===== config.mk =====
export PLATFORM = sky130hd
export DESIGN_NAME = target_queue_allegiance_manager
export DESIGN_NICKNAME = d
export VERILOG_FILES = /design/src/design/target_queue_allegiance_manager.v /design/src/design/cmd_queue_store.v
export VERILOG_INCLUDE_DIRS = /design/src /design/src/shared
export SDC_FILE = /design/constraint.sdc
export NUM_CORES = 1
export LEC_CHECK = 0
export BUFFER_PORTS_ARGS = -buffer_cell sky130_fd_sc_hd__clkbuf_2
export CAP_MARGIN = 0
export CELL_PAD_IN_SITES_DETAIL_PLACEMENT = 0
export CELL_PAD_IN_SITES_GLOBAL_PLACEMENT = 1
export CORE_ASPECT_RATIO = 1.75
export CORE_MARGIN = 2
export CORE_UTILIZATION = 42
export CTS_CLUSTER_SIZE = 10
export DETAILED_ROUTE_END_ITERATION = 12
export HOLD_SLACK_MARGIN = 0.12
export PLACE_DENSITY_LB_ADDON = 0.2
export SYNTH_ARGS = -nofsm -noshare
export SYNTH_HDL_FRONTEND = slang
export SYNTH_HIERARCHICAL = 1
export SYNTH_SLANG_ARGS = --single-unit

===== constraint.sdc =====
create_clock -name CLK -period 3.6 [get_ports CLK]
set_clock_uncertainty 0.1 [all_clocks]
set_input_delay 0.18 -clock CLK [delete_from_list [all_inputs] [get_ports CLK]]
set_output_delay 0.18 -clock CLK [all_outputs]
set_load 0.01 [all_outputs]

===== src/shared/tqam_map.vh =====
`ifndef TQAM_MAP_VH
`define TQAM_MAP_VH
// answer codes returned for an arriving command
`define RSP_ACCEPT 3'h0
`define RSP_BUSY 3'h1
`define RSP_QFULL 3'h2
`define RSP_INCORRECT 3'h3
// queue tag kinds
`define TAG_SIMPLE 2'h0
`define TAG_HEAD 2'h1
`define TAG_ORDERED 2'h2
// default sizes
`define DEF_QDEPTH 16
`define DEF_NINIT 8
`define DEF_INIT_W 3
`define DEF_TAG_W 8
`endif


===== src/design/target_queue_allegiance_manager.v =====
// Functional notes
// RULE1 - check status sets allegiance, sense kept
// RULE2 - reset, abort, device reset, new command clear
// RULE3 - shared sense: other initiators get busy
// RULE4 - allegiance suspends tagged work of nexus
// RULE5 - initiate recovery between status and completion
// RULE6 - only device reset, release, reset end
// RULE7 - extended allegiance: others busy, all suspended
// RULE8 - event notice: recovery after identify, tags
// RULE9 - extended allegiance on one nexus only
// RULE10 - extended: untagged from owner, tags queue-full
// RULE11 - queued commands resume after extended clears
// RULE12 - one untagged command per initiator nexus
// RULE13 - untagged without disconnect: busy if others
// RULE14 - tagged command into full queue: queue full
// RULE15 - tagged without disconnect privilege gets busy
// RULE16 - ordered and simple keep arrival order
// RULE17 - head tag runs first, newest first
// RULE18 - linked series never interrupted by head tag
// RULE19 - untagged with own tags queued: incorrect
// RULE20 - resume mode: suspend tagged, others busy
// RULE21 - abort mode: clear queue, unit attention others
// RULE22 - tagging disabled: reject message, run untagged
// RULE23 - queue depth is a build parameter
`timescale 1ns/100ps
`include "tqam_map.vh"
module target_queue_allegiance_manager #(
  parameter QDEPTH = `DEF_QDEPTH,
  parameter NI = `DEF_NINIT,
  parameter IW = `DEF_INIT_W,
  parameter TW = `DEF_TAG_W
) (
  input wire CLK,
  input wire RESET_N,
  input wire SEPARATE_SENSE,
  input wire QERR_ABORT,
  input wire TAG_DISABLE,
  input wire CMD_VALID,
  input wire [IW-1:0] CMD_INIT,
  input wire CMD_TAGGED,
  input wire [1:0] CMD_TAG_TYPE,
  input wire [TW-1:0] CMD_TAG,
  input wire CMD_DISC_OK,
  input wire STATUS_CHECK,
  input wire [IW-1:0] STATUS_INIT,
  input wire COMPLETE_SENT,
  input wire RECOV_REQ,
  input wire ASYNC_EVENT_FLAG,
  input wire EVENT_MSGS_SENT,
  input wire [IW-1:0] EVENT_INIT,
  input wire ABORT_MSG,
  input wire BDR_MSG,
  input wire RELEASE_MSG,
  input wire [IW-1:0] MSG_INIT,
  input wire EXEC_READY,
  input wire EXEC_DONE,
  output reg RESP_VALID,
  output reg [2:0] RESP_CODE,
  output reg RESP_REJECT,
  output reg [NI-1:0] CA_HOLD,
  output reg ECA_ACTIVE,
  output reg [IW-1:0] ECA_OWNER,
  output reg INIT_RECOVERY,
  output reg EXEC_VALID,
  output reg [IW-1:0] EXEC_INIT,
  output reg [TW-1:0] EXEC_TAG,
  output reg EXEC_UNTAGGED,
  output reg [$clog2(QDEPTH + 1)-1:0] QUEUE_COUNT,
  output reg [NI-1:0] UA_SET,
  output reg SUSPENDED
);
  localparam QCW = $clog2(QDEPTH + 1); // queue count width
  localparam [NI-1:0] ONE = {{(NI-1){1'b0}}, 1'b1}; // one-hot base

  reg [NI-1:0] ca_reg, ca_next; // contingent allegiance per initiator
  reg eca_reg, eca_next; // extended allegiance active
  reg [IW-1:0] owner_reg, owner_next; // nexus holding extended allegiance
  reg [NI-1:0] pend_reg, pend_next; // untagged command waiting per initiator
  reg busy_reg, busy_next; // an I/O process (or linked series) executing
  reg stat_open_reg, stat_open_next; // check status sent, completion not yet
  reg [IW-1:0] stat_init_reg, stat_init_next; // initiator of that status
  reg [2:0] rsp; // answer for the arriving command
  reg rej; // queue tag message rejected
  reg q_push, q_head, q_pop, q_flush; // queue controls
  reg recov; // issue initiate recovery now
  reg ua_fire; // abort-mode clearing event
  reg pick_unt; // dispatch an untagged command
  reg [IW-1:0] pick_init; // chosen untagged initiator
  reg [NI-1:0] allow; // untagged candidates
  reg tagged_eff; // command treated as tagged
  reg any_alg; // any allegiance held now
  integer i;

  wire q_valid; // queue head present
  wire [IW-1:0] q_init; // queue head initiator
  wire [TW-1:0] q_tag; // queue head tag
  wire [QCW-1:0] q_count; // entries queued
  wire [NI-1:0] q_present; // initiators with queued tags
  wire [NI-1:0] cmd_bit = ONE << CMD_INIT; // arriving initiator, one-hot
  wire [NI-1:0] owner_bit = ONE << owner_reg; // extended owner, one-hot
  wire q_full = (q_count == QDEPTH[QCW-1:0]); // see RULE23

  // queue storage; simple and ordered go to the tail, head tags to the front
  cmd_queue_store #(
    .DEPTH(QDEPTH),
    .IW(IW),
    .TW(TW),
    .CW(QCW),
    .NI(NI)
  ) u_store (
    .clk(CLK),
    .rst_n(RESET_N),
    .push(q_push),
    .at_head(q_head),
    .pop(q_pop),
    .flush(q_flush),
    .in_init(CMD_INIT),
    .in_tag(CMD_TAG),
    .head_valid(q_valid),
    .head_init(q_init),
    .head_tag(q_tag),
    .count(q_count),
    .init_present(q_present)
  );

  // admission of an arriving command
  always @* begin
    rsp = `RSP_ACCEPT;
    rej = CMD_TAGGED & TAG_DISABLE; // see RULE22
    tagged_eff = CMD_TAGGED & ~TAG_DISABLE; // rejected tag runs untagged, see RULE22
    q_push = 1'b0;
    q_head = 1'b0;
    if (eca_reg && owner_reg != CMD_INIT) begin
      rsp = `RSP_BUSY; // see RULE7
    end else if ((|(ca_reg & ~cmd_bit)) && (!SEPARATE_SENSE || !QERR_ABORT)) begin
      rsp = `RSP_BUSY; // see RULE3 see RULE20
    end else if (tagged_eff && eca_reg) begin
      rsp = `RSP_QFULL; // see RULE10
    end else if (tagged_eff && !CMD_DISC_OK) begin
      rsp = `RSP_BUSY; // see RULE15
    end else if (tagged_eff && q_full) begin
      rsp = `RSP_QFULL; // see RULE14
    end else if (tagged_eff) begin
      q_push = CMD_VALID;
      q_head = (CMD_TAG_TYPE == `TAG_HEAD); // see RULE17
    end else if (pend_reg[CMD_INIT]) begin
      rsp = `RSP_INCORRECT; // see RULE12
    end else if (q_present[CMD_INIT] && !ca_reg[CMD_INIT] && !eca_reg) begin
      rsp = `RSP_INCORRECT; // see RULE19
    end else if (!CMD_DISC_OK && (busy_reg || q_valid || (|pend_reg))) begin
      rsp = `RSP_BUSY; // see RULE13
    end
  end

  // recovery request: timing window differs for event notices
  always @* begin
    recov = 1'b0;
    if (RECOV_REQ && !eca_reg) begin // see RULE9
      if (ASYNC_EVENT_FLAG) begin
        recov = EVENT_MSGS_SENT; // see RULE8
      end else begin
        recov = stat_open_reg; // see RULE5
      end
    end
  end

  // dispatcher: untagged first, then queue head unless suspended
  always @* begin
    pick_unt = 1'b0;
    pick_init = {IW{1'b0}};
    q_pop = 1'b0;
    any_alg = eca_reg | (|ca_reg);
    if (eca_reg) begin
      allow = pend_reg & owner_bit; // see RULE10
    end else begin
      allow = pend_reg;
    end
    for (i = NI - 1; i >= 0; i = i - 1) begin
      if (allow[i]) begin
        pick_init = i[IW-1:0];
      end
    end
    if (EXEC_READY && !busy_reg) begin // see RULE18
      if (|allow) begin
        pick_unt = 1'b1;
      end else if (q_valid && !any_alg) begin
        q_pop = 1'b1; // see RULE4 see RULE7 see RULE11 see RULE16
      end
    end
  end

  // allegiance, untagged slots, execution and status tracking
  always @* begin
    ca_next = ca_reg;
    eca_next = eca_reg;
    owner_next = owner_reg;
    pend_next = pend_reg;
    busy_next = busy_reg;
    stat_open_next = stat_open_reg;
    stat_init_next = stat_init_reg;
    // clears come first so that a set in the same cycle wins
    if (CMD_VALID) begin
      ca_next = ca_next & ~cmd_bit; // see RULE2
    end
    if (ABORT_MSG) begin
      ca_next = ca_next & ~(ONE << MSG_INIT); // see RULE2
    end
    if (RELEASE_MSG && eca_reg && MSG_INIT == owner_reg) begin
      eca_next = 1'b0; // see RULE6
      ca_next = ca_next & ~owner_bit;
    end
    if (BDR_MSG) begin
      ca_next = {NI{1'b0}}; // see RULE2 see RULE6
      eca_next = 1'b0;
      pend_next = {NI{1'b0}};
    end
    if (COMPLETE_SENT) begin
      stat_open_next = 1'b0;
    end
    if (STATUS_CHECK) begin
      ca_next = ca_next | (ONE << STATUS_INIT); // see RULE1
      stat_open_next = 1'b1;
      stat_init_next = STATUS_INIT;
    end
    if (recov) begin
      eca_next = 1'b1; // see RULE5 see RULE8
      owner_next = ASYNC_EVENT_FLAG ? EVENT_INIT : stat_init_reg;
    end
    if (EXEC_DONE) begin
      busy_next = 1'b0;
    end
    if (pick_unt) begin
      pend_next = pend_next & ~(ONE << pick_init);
    end
    if (pick_unt || q_pop) begin
      busy_next = 1'b1;
    end
    if (CMD_VALID && !tagged_eff && rsp == `RSP_ACCEPT) begin
      pend_next = pend_next | cmd_bit; // see RULE12
    end
  end

  // abort-mode clearing of allegiance flushes the queue
  always @* begin
    ua_fire = QERR_ABORT && (eca_reg || (|ca_reg)) && !eca_next && (ca_next == {NI{1'b0}});
    q_flush = ua_fire | BDR_MSG; // see RULE21
  end

  // state registers
  always @(posedge CLK) begin
    if (!RESET_N) begin
      ca_reg <= {NI{1'b0}}; // see RULE2 see RULE6
      eca_reg <= 1'b0;
      owner_reg <= {IW{1'b0}};
      pend_reg <= {NI{1'b0}};
      busy_reg <= 1'b0;
      stat_open_reg <= 1'b0;
      stat_init_reg <= {IW{1'b0}};
    end else begin
      ca_reg <= ca_next;
      eca_reg <= eca_next;
      owner_reg <= owner_next;
      pend_reg <= ua_fire ? (pend_next & owner_bit) : pend_next;
      busy_reg <= busy_next;
      stat_open_reg <= stat_open_next;
      stat_init_reg <= stat_init_next;
    end
  end

  // registered outputs
  always @(posedge CLK) begin
    if (!RESET_N) begin
      RESP_VALID <= 1'b0;
      RESP_CODE <= `RSP_ACCEPT;
      RESP_REJECT <= 1'b0;
      CA_HOLD <= {NI{1'b0}};
      ECA_ACTIVE <= 1'b0;
      ECA_OWNER <= {IW{1'b0}};
      INIT_RECOVERY <= 1'b0;
      EXEC_VALID <= 1'b0;
      EXEC_INIT <= {IW{1'b0}};
      EXEC_TAG <= {TW{1'b0}};
      EXEC_UNTAGGED <= 1'b0;
      QUEUE_COUNT <= {QCW{1'b0}};
      UA_SET <= {NI{1'b0}};
      SUSPENDED <= 1'b0;
    end else begin
      RESP_VALID <= CMD_VALID;
      RESP_CODE <= rsp;
      RESP_REJECT <= CMD_VALID & rej;
      CA_HOLD <= ca_next;
      ECA_ACTIVE <= eca_next;
      ECA_OWNER <= owner_next;
      INIT_RECOVERY <= recov;
      EXEC_VALID <= pick_unt | q_pop;
      EXEC_INIT <= pick_unt ? pick_init : q_init;
      EXEC_TAG <= pick_unt ? {TW{1'b0}} : q_tag;
      EXEC_UNTAGGED <= pick_unt;
      QUEUE_COUNT <= q_count;
      // others than the allegiance holders learn of the cleared queue
      UA_SET <= ua_fire ? ~(ca_reg | (eca_reg ? owner_bit : {NI{1'b0}})) : {NI{1'b0}}; // see RULE21
      SUSPENDED <= q_valid & (eca_reg | (|ca_reg)); // see RULE20
    end
  end
endmodule // target_queue_allegiance_manager


===== src/design/cmd_queue_store.v =====
`timescale 1ns/100ps
`include "tqam_map.vh"
// command queue storage: tail insert, head insert, head pop, flush
module cmd_queue_store #(
  parameter DEPTH = `DEF_QDEPTH,
  parameter IW = `DEF_INIT_W,
  parameter TW = `DEF_TAG_W,
  parameter CW = 5,
  parameter NI = `DEF_NINIT
) (
  input wire clk,
  input wire rst_n,
  input wire push,
  input wire at_head,
  input wire pop,
  input wire flush,
  input wire [IW-1:0] in_init,
  input wire [TW-1:0] in_tag,
  output reg head_valid,
  output reg [IW-1:0] head_init,
  output reg [TW-1:0] head_tag,
  output reg [CW-1:0] count,
  output reg [NI-1:0] init_present
);
  reg [IW-1:0] q_init [0:DEPTH-1]; // stored initiator ids
  reg [TW-1:0] q_tag [0:DEPTH-1]; // stored queue tags
  reg [IW-1:0] a_init [0:DEPTH-1]; // after pop
  reg [TW-1:0] a_tag [0:DEPTH-1];
  reg [IW-1:0] n_init [0:DEPTH-1]; // after pop and push
  reg [TW-1:0] n_tag [0:DEPTH-1];
  reg [CW-1:0] cnt_pop; // count after pop
  reg [CW-1:0] cnt_next; // count after push
  integer i, j, k; // one loop index per process, so no index has two drivers

  // next contents: pop shifts down, head insert shifts up
  always @* begin
    cnt_pop = count - {{(CW-1){1'b0}}, pop};
    for (i = 0; i < DEPTH; i = i + 1) begin
      if (pop && i < DEPTH - 1) begin
        a_init[i] = q_init[i+1];
        a_tag[i] = q_tag[i+1];
      end else begin
        a_init[i] = q_init[i];
        a_tag[i] = q_tag[i];
      end
    end
    for (i = 0; i < DEPTH; i = i + 1) begin
      n_init[i] = a_init[i];
      n_tag[i] = a_tag[i];
      if (push && at_head) begin
        // newest head entry goes in front: last in, first out
        if (i == 0) begin
          n_init[i] = in_init;
          n_tag[i] = in_tag;
        end else begin
          n_init[i] = a_init[i-1];
          n_tag[i] = a_tag[i-1];
        end
      end else if (push && i == cnt_pop) begin
        n_init[i] = in_init;
        n_tag[i] = in_tag;
      end
    end
    cnt_next = cnt_pop + {{(CW-1){1'b0}}, push};
  end

  // which initiators have tagged work waiting
  always @* begin
    init_present = {NI{1'b0}};
    for (j = 0; j < DEPTH; j = j + 1) begin
      if (j < count) begin
        init_present[q_init[j]] = 1'b1;
      end
    end
  end

  // storage array, no reset needed for data
  always @(posedge clk) begin
    for (k = 0; k < DEPTH; k = k + 1) begin
      q_init[k] <= n_init[k];
      q_tag[k] <= n_tag[k];
    end
  end

  // count and registered head view
  always @(posedge clk) begin
    if (!rst_n || flush) begin
      count <= {CW{1'b0}};
      head_valid <= 1'b0;
      head_init <= {IW{1'b0}};
      head_tag <= {TW{1'b0}};
    end else begin
      count <= cnt_next;
      head_valid <= (cnt_next != {CW{1'b0}});
      head_init <= n_init[0];
      head_tag <= n_tag[0];
    end
  end
endmodule // cmd_queue_store


Word-level counts from Yosys, hierarchy flattened
Memories as Yosys holds them, arrays and structs flattened.
Cells that the tools add are included.
{ "op_classes": {"add_sub_neg": 2, "order_cmp": 49, "eq_ne": 19, "n_shift": 5, "muxes": 204, "bitwise": 38, "n_reduce_logical": 79} }
{ "ops": {"columns": ["op", "count"], "rows": [
  ["$mux 8", 74],
  ["$mux 3", 57],
  ["$or 8x8->8", 18],
  ["$lt 3x4->1 const B", 17],
  ["$logic_and 1x1->1", 51],
  ["$and 8x8->8", 6],
  ["$demux 1 s3", 16],
  ["$ge 3x1->1 const B", 16],
  ["$mux 1", 46],
  ["$eq 4x5->1 const A", 8],
  ["$lt 4x5->1 const A", 8],
  ["$not 8->8", 5],
  ["$shl 1x3->8 const A", 5],
  ["$reduce_or 8->1", 4],
  ["$eq 3x5->1 const A", 4],
  ["$lt 3x5->1 const A", 4],
  ["$mux 2", 8],
  ["$eq 2x5->1 const A", 2],
  ["$logic_not 1->1", 10],
  ["$lt 1x5->1 const A", 2],
  ["$lt 2x5->1 const A", 2],
  ["$bmux 1 s3", 3],
  ["$logic_not 8->1", 1],
  ["$logic_or 1x1->1", 6],
  ["other kinds (16)", 23]
]} }
{ "totals": {"reg_bits": 75, "ramBits": 176, "inputBits": 40, "wordCells": 420, "mem_count": 2} }
{ "memory_table": {"columns": ["memory", "depth", "word_bits", "rd", "rd_clocked_by_memory_dff", "wr", "line_no", "source"], "rows": [
  ["u_store.q_tag", 16, 8, 16, 0, 16, "cmd_queue_store.v:26", "reg [TW-1:0] q_tag [0:DEPTH-1];"],
  ["u_store.q_init", 16, 3, 16, 0, 16, "cmd_queue_store.v:25", "reg [IW-1:0] q_init [0:DEPTH-1];"]
]} }

Logic depth before layout (Yosys ltp)
Gate-level depths: netlist of run 1.
An unclocked memory read counts as a cell.
{ "depth": {"word_depth": 53, "ltp_mapped": 17, "depth_no_buf": 12} }

Cells and area by module
The synthesis of run 1 kept the hierarchy.
{ "modules_own_cells": {"columns": ["mod", "instances", "cells_each", "area_per_inst_um2", "seq_area_each_um2"], "rows": [
  ["cmd_queue_store", 1, 1343, 10881.7, 3973.8],
  ["target_queue_allegiance_manager", 1, 358, 3109.2, 1141.1]
]} }

Worst setup path after synthesis of run 1
OpenSTA, ideal clock, no wires.
{ "synth_timing": {"kind": "reg2reg", "from": "reg ECA_OWNER[0] (netlist name)", "to": "mem u_store/q_tag[1][20] in the netlist's numbering", "setup_ns": 0.136, "t_arrival_ns": 3.567, "setup_slack_ns": -0.203, "stages_incl_launch_ff": 18, "period_less_slack_ns": 3.803, "path_cell_list": "dfxtp_1 > buf_2 > buf_1 > mux2i_1 > o22ai_1 > nor2_1 > nand2_1 > nor3_1 > ha_1 > ha_1 > clkbuf_1 > nor3b_1 > xnor2_1 > clkbuf_1 > buf_2 > nand3_1 > o21ai_0 > a31oi_1"} }
{ "synth_lines": {"columns": ["item", "line_no"], "rows": [
  ["end: declaration", "cmd_queue_store.v:26"]
]} }

Final worst setup path of run 1
{ "layout_timing": {"from": "reg u_store.count[2]", "to": "reg pend_reg[1]"} }
{ "layout_between": {"elab_chain_len": 49, "word_cells_on_any_way": 66, "cone_classes": "order compare: 16; eq/ne: 1; mux: 28; bitwise: 16; reduce/logical: 5"} }
{ "layout_lines": {"columns": ["item", "line_no", "source"], "rows": [
  ["start: declaration", "cmd_queue_store.v:22", "output reg [CW-1:0] count,"],
  ["start signal: assignment", "cmd_queue_store.v:88", "count <= {CW{1'b0}};"],
  ["start signal: assignment", "cmd_queue_store.v:93", "count <= cnt_next;"],
  ["$lt 1x5->1", "cmd_queue_store.v:71", "if (j < count) begin"],
  ["$mux 8", "cmd_queue_store.v:71", null],
  ["$or 8x8->8 (no line)", null, null],
  ["$mux 8", "cmd_queue_store.v:71", null],
  ["$or 8x8->8 (no line)", null, null],
  ["$mux 8", "cmd_queue_store.v:71", null],
  ["$or 8x8->8 (no line)", null, null],
  ["$mux 8", "cmd_queue_store.v:71", null],
  ["[... 24 more ...]", null, null],
  ["via q_present[1]", "target_queue_allegiance_manager.v:98", "wire [NI-1:0] q_present;"],
  ["[... 9 more ...]", null, null],
  ["$mux 2 (*)", "target_queue_allegiance_manager.v:137", "end else if (tagged_eff && eca_reg) begin"],
  ["$mux 2 (*)", "target_queue_allegiance_manager.v:135", "end else if ((|(ca_reg & ~cmd_bit)) && (!SEPARATE_SENSE || !QERR_ABORT)) begin"],
  ["$mux 2 (*)", "target_queue_allegiance_manager.v:133", "if (eca_reg && owner_reg != CMD_INIT) begin"],
  ["$logic_not 3->1 (no line) (*)", null, null],
  ["$logic_and 1x1->1 (no line) (*)", null, null],
  ["$mux 8 (*)", "target_queue_allegiance_manager.v:238", "if (CMD_VALID && !tagged_eff && rsp == `RSP_ACCEPT) begin"],
  ["$and 8x8->8", "target_queue_allegiance_manager.v:263", "pend_reg <= ua_fire ? (pend_next & owner_bit) : pend_next;"],
  ["$mux 8 (*)", "target_queue_allegiance_manager.v:263", null],
  ["end signal: assignment", "target_queue_allegiance_manager.v:255", "pend_reg <= {NI{1'b0}};"],
  ["end signal: assignment", "target_queue_allegiance_manager.v:263", null],
  ["end: declaration", "target_queue_allegiance_manager.v:78", "reg [NI-1:0] pend_reg, pend_next;"]
]} }
Mark *: on every way through the listed nets, which the timed path passes. The rest lies on a longest branch. The select of a mux whose other input is x is not followed.
A chain may end at the register's enable or synchronous reset.

==> impl_metrics.json, run 1 <==
{
  "outcome": "finished, final reports clean",
  "design_area_um2": 17100,
  "num_rows": 88,
  "cts.sinks": 250,
  "tns_ns": 0,
  "syn_area_per_cell_um2": 8.23,
  "syn-instance-count": 1701,
  "synthesis.nets": 1745,
  "wire_per_inst_um": 25.1,
  "top_register": "u_store/q_tag",
  "holdCritPathClass": "input pin to register",
  "post-route-period-util": 0.987,
  "rsz0062_at_grt": "true",
  "setup.worst_path.start_class": "register",
  "yosys.area_share.adder": 0.00358,
  "fillers": 3203,
  "final_cell_mix": "dfxtp_1 (233), nand2_1 (199), mux2i_1 (175)",
  "seqPwrFrac": 0.480,
  "maxCapViolations": 0,
  "syn_area_um2": 14000,
  "hold_violations": 0,
  "fp.dieH_um": 245,
  "die_area_um2": 34800,
  "grt_pass1_vias": 14263,
  "place_area_um2": 15700,
  "dr.pass1.iters": 5,
  "antenna_found_initial": 0,
  "via_count": 14420,
  "io_buffers": 83,
  "p_per_area_nw_per_um2": 432,
  "clockBufferDepth": 3,
  "synth_top_family_by_area": "compound AO/OA/AOI/OAI gates",
  "gpl.final_weighted_congestion": 1.01,
  "timing.final.crit_period_ns": 3.55,
  "finalMaxSlewViolations": 0,
  "largest_reg_flops": 128,
  "yosysTopAreaCell": "dfxtp_1",
  "nets": 1906,
  "fin_util": 0.520,
  "yosysWarnings": 6,
  "grt_overflow_total": 0,
  "reg_top3": "u_store/q_tag: 128 flops, u_store/q_init: 48 flops",
  "grt_pass1_wl_mm": 85.2,
  "synth_edf_count": 11,
  "finalSetupViolCount": 0,
  "area_delta_synth_final_pct": 22.5,
  "worst-setup-path-type": "register to register",
  "ir_drop_uv": 385,
  "numCtsBuffers": 29,
  "setup_ws_ns": 0.0474,
  "totalWireLength_mm": 56.9,
  "final_cells": 2273,
  "path_max_fanout": 15,
  "final_common_cell": "dfxtp_1",
  "synth_top_area_share": 0.342,
  "yosys.area_share.xor_xnor": 0.00751,
  "p_clk_frac": 0.346,
  "swShare": 0.301,
  "htreeDepth": 1,
  "leakage_nw": 6.17,
  "drc": 0,
  "yosys-top-cells-area": "dfxtp_1 (34%), mux2i_1 (13%), a31oi_1 (7.5%)",
  "ys.flop_type": "dfxtp_1",
  "tritoncts": "built",
  "crit_path_end_kind": "register",
  "worstPathArrival_ns": 3.95,
  "final_layout_size_suffix_gt1_frac": 0.186,
  "p_switching_mw": 2.23,
  "hpwl_mm": 40.6,
  "drtAntennaViolNets": 0,
  "whs_ns": 0.139,
  "total_power_mw": 7.41,
  "async_flop_share": 0,
  "antennaDiodeCount": 0,
  "max_freq_mhz": 281,
  "max_slew.worst_pin.slew_ns": 1.07,
  "ys_seq_area_frac": 0.366,
  "ios": 85,
  "p_int_mw": 5.18,
  "clk_pin_slew_worst_paths_ns": 0.06,
  "power_frac_comb": 0.173,
  "dpl.cell_count": 2189,
  "synth.mux.area_fraction": 0.132,
  "clk_latency_ns": 0.56,
  "die_w_um": 142,
  "slew_headroom": 0.286,
  "grt_max_degree": 130,
  "synth-seq-cells": 250,
  "synth.distinct_cells": 85,
  "synth_compound_area_frac": 0.234,
  "dp_slack_ns": -0.212,
  "yosys.area_share.simple": 0.205,
  "root_buffer": "clkbuf_16",
  "required_ns": 4.00,
  "viasPerCell": 6.34,
  "start_util": 0.425,
  "grtUsageTotal": 0.318,
  "drtIter0Drc": 1123,
  "coreArea_um2": 32900
}
==> power by group through the flow <==
stage	clock network (mW)	registers, mW	logic (mW)
2_1_floorplan	0	3.40	0.849
3_3_place_gp	0	3.59	1.19
3_5_place_dp	0	3.59	1.20
4_1_cts	2.61	3.54	1.25
5_1_grt	2.72	3.59	1.38
6_report	2.57	3.56	1.28
==> final cells by class <==
class / count / area [µm²] / area share
sequential: 250 / 5120 / 0.299
tap: 405 / 507 / 0.0296
clock inverter: 2 / 17.5 / 0.00102
timing repair buffer: 286 / 2210 / 0.129
clock buffer: 35 / 748 / 0.0437
inverter: 28 / 105 / 0.00613
multi-input combinational: 1267 / 8420 / 0.491
==> kinds of logic (layout without fill, tap and decap cells) <==
| kind of cell | Yosys count | in the layout |
|---|---|---|
| and+or+nand+nor | 559 | 559 |
| AOI/OAI and AO/OA | 510 | 510 |
| DFF | 250 | 250 |
| buffers and inverters | 184 | 351 |
| muxes | 181 | 181 |
| xor gates and xnor gates | 12 | 12 |
| adders and majority gates | 4 | 4 |
| other | 1 | 1 |
==> routing by layer <==
layer	part of all wire	track usage	wire length, µm
met5	0	0	0
met4	0.071	0.194	4030
met3	0.045	0.0310	2560
met2	0.51	0.576	28900
met1	0.38	0.356	21500
==> cells in the mapped netlist, drive strengths merged (16+ instances only) <==
library cell,number
a21oi,32
a31oi,167
and2,20
and3,16
buf,49
clkbuf,107
dfxtp,239
inv,27
mux2i,175
nand2,201
nand2b,31
nand3,59
nand4,18
nor2,82
nor3,29
nor4,18
o211a,17
o21ai,163
==> worst paths after layout <==
kind / slack (ns) / cells past startpoint / end / start
max: 0.05 / 13 / pend_reg[1] / u_store/count[2]
min: 0.14 / 5 / CA_HOLD[5] / RELEASE_MSG
max reg2reg: 0.05 / 13 / pend_reg[1] / u_store/count[2]
min reg2reg: 0.36 / 2 / EXEC_INIT[0] / u_store/head_init[0]
==> repair_timing <==
action	4_1_cts	5_1_grt
hold buffers	43	0
setup buffers	0	3
setup endpoints to repair	8	192
cloned	0	1
endpoints found under the hold margin	62	0
resized for setup	10	42
pin swaps	3	19
==> critical path: stages (launching register included) <==
cell	delay, ns
dfxtp_2	0.33
buf_12	0.14
or4_4	0.53
nor2_4	0.13
nor3_1	0.05
or4_1	0.48
or3_4	0.37
a32oi_2	0.18
a211oi_2	0.12
o32ai_2	0.27
buf_4	0.16
nand4_1	0.24
o21ai_1	0.22
o211a_1	0.17
Power figures use the tool's default switching activity.
==> run 2: changes to the inputs <==
BUFFER_PORTS_ARGS = -buffer_cell sky130_fd_sc_hd__buf_2   (was -buffer_cell sky130_fd_sc_hd__clkbuf_2)
==> run 2 against run 1 <==
Effect of this change:
- final cell count decreased by 0.31%
- routed wire length shrank 2.1%
- core utilization shrank 0.41 points
- via count decreased by 0.80%
- sequential power is essentially flat
- register-to-register slack barely moved
- count of clock-buffer cells in the layout unchanged
- global-route usage down 0.49 points
- die area unchanged
- flip-flop and latch count did not move
- non-clock buffer count decreased by 8
- largest cell class unchanged
==> impl_metrics.json, run 2 (synthesis gave the netlist of run 1 again) <==
{
  "outcome": "finished, final reports clean",
  "numCtsBuffers": 29,
  "path_max_fanout": 8,
  "p_int_mw": 5.24,
  "hpwl_mm": 40.1,
  "crit_path_end_kind": "register",
  "clk_pin_slew_worst_paths_ns": 0.05,
  "timing.final.crit_period_ns": 3.55,
  "leakage_nw": 6.13,
  "worst-setup-path-type": "register to register",
  "required_ns": 4.00,
  "hold_path.startpoint": "RELEASE_MSG",
  "max_slew.worst_pin.slew_ns": 0.946,
  "final_cell_mix": "dfxtp_1 (233), nand2_1 (198), mux2i_1 (175)",
  "io_buffers": 83,
  "hold_violations": 0,
  "grt_overflow_total": 0,
  "critPathLaunch": "u_store/count[2]",
  "slowest_stage": "dfxtp_4",
  "top_register": "u_store/q_tag",
  "crit_path_cell_trace": "buf_4 -> o31ai_1 -> buf_4 -> nor2_1 -> a2111oi_1 -> o2111a_1 -> nand4_1 -> a32oi_2 -> a211oi_2 -> o32ai_1 -> buf_4 -> nand4_1 -> o21ai_1 -> o211a_1",
  "ir_drop_uv": 400,
  "fin_util": 0.516,
  "viasPerCell": 6.31,
  "final_layout_size_suffix_gt1_frac": 0.183,
  "fp.dieH_um": 245,
  "drtAntennaViolNets": 0,
  "post-route-period-util": 0.987,
  "p_switching_mw": 2.20,
  "cpPeakStageDelay_ns": 0.37,
  "finalSetupViolCount": 0,
  "holdCritPathClass": "input pin to register",
  "grt_pass1_wl_mm": 83.9,
  "largest_reg_flops": 128,
  "timing.rr.start": "u_store/count[2]",
  "die_w_um": 142,
  "ios": 85,
  "slew_headroom": 0.368,
  "setup.worst_path.start_class": "register",
  "seqCellArea_um2": 5130,
  "rsz0062_at_grt": "true",
  "start_util": 0.425,
  "drtIter0Drc": 1047,
  "reg_top3": "u_store/q_tag: 128 flops, u_store/q_init: 48 flops",
  "worstPathArrival_ns": 3.95,
  "antenna_found_initial": 0,
  "grt_pass1_vias": 14206,
  "fillers": 3228,
  "via_count": 14305,
  "seqPwrFrac": 0.478,
  "swShare": 0.296,
  "crit_path_frequent_cell": "buf_4",
  "p_per_area_nw_per_um2": 438,
  "antennaDiodeCount": 0,
  "p_clk_frac": 0.355,
  "place_area_um2": 15600,
  "max_freq_mhz": 282,
  "totalWireLength_mm": 55.7,
  "maxCapViolations": 0,
  "htreeDepth": 1,
  "dr.pass1.iters": 5,
  "wire_per_inst_um": 24.6,
  "root_buffer": "clkbuf_16",
  "tritoncts": "built",
  "gpl.final_weighted_congestion": 0.963,
  "grt_max_degree": 91,
  "drc": 0,
  "multi_input_area_um2": 8360,
  "die_area_um2": 34800,
  "design_area_um2": 17000,
  "finalMaxSlewViolations": 0,
  "power_frac_comb": 0.167,
  "cts.sinks": 250,
  "final_common_cell": "dfxtp_1",
  "nets": 1898,
  "num_rows": 88,
  "coreArea_um2": 32900,
  "clk_latency_ns": 0.56,
  "clockBufferDepth": 3,
  "area_delta_synth_final_pct": 21.5,
  "grtUsageTotal": 0.314
}
run 2: changes by cell type in the layout (fill, tap and decap cells not counted), sizes merged:
| cell | before | now |
|---|---|---|
| bufinv | 0 | 1 |
| buf | 159 | 237 |
| dlygate4sd3 | 43 | 41 |
| clkbuf | 119 | 35 |
run 2: final timing paths:
kind / endpoint / slack, ns / depth (start not counted)
setup / recovery: pend_reg[7] / 0.05 / 14
hold / removal: CA_HOLD[2] / 0.14 / 5
setup reg to reg: pend_reg[7] / 0.05 / 14
hold reg to reg: EXEC_TAG[3] / 0.36 / 1
run 2: timing repair:
action | 4_1_cts | 5_1_grt
pin swaps | 2 | 18
gates cloned | 0 | 0
hold buffers | 41 | 0
endpoints found under the setup margin | 7 | 192
setup buffers | 0 | 2
gates resized for setup | 2 | 51
hold endpoints to repair | 69 | 0
run 2: through the flow:
step,power [mW],setup WS [ns],hold slack (ns),setup TNS (ns),std cells
finish,7.45,0.0484,0.144,0,2266
global route,7.74,-0.117,0.157,-0.591,2266
global placement,4.76,-0.00295,0.334,-0.00295,2185
detailed placement,4.77,-0.0589,0.339,-0.235,2185
floorplan,4.24,0.0296,0.204,0,1701
CTS,7.46,0.00991,0.122,0,2264
run 2: critical path: cells and delay by family (launching register included):
| family | cells | cell delay [ns] |
|---|---|---|
| compound gates | 8 | 2.02 |
| buf+inv | 3 | 0.52 |
| simple gates | 3 | 0.50 |
| flops | 1 | 0.37 |
run 2: power groups by stage:
stage | logic (mW) | registers (mW) | clock network [mW]
4_1_cts | 1.22 | 3.54 | 2.70
3_5_place_dp | 1.17 | 3.60 | 0
5_1_grt | 1.35 | 3.59 | 2.79
2_1_floorplan | 0.849 | 3.40 | 0
6_report | 1.24 | 3.56 | 2.64
3_3_place_gp | 1.16 | 3.59 | 0
run 2: cell type report:
type,instances,area share
multi-input combinational,1267,0.492
sequential,250,0.302
timing repair buffer,278,0.124
clock buffer,35,0.0440
tap,405,0.0298
inverter,28,0.00618
clock inverter,3,0.00265
run 2: routing by layer:
metal  track usage  vias to the layer above  wire length [µm]
met5             0                        -                 0
met1         0.341                     6924             20500
met4         0.189                        0              3790
li1              -                     6624                 -
met3        0.0442                      197              3020
met2         0.569                      560             28400
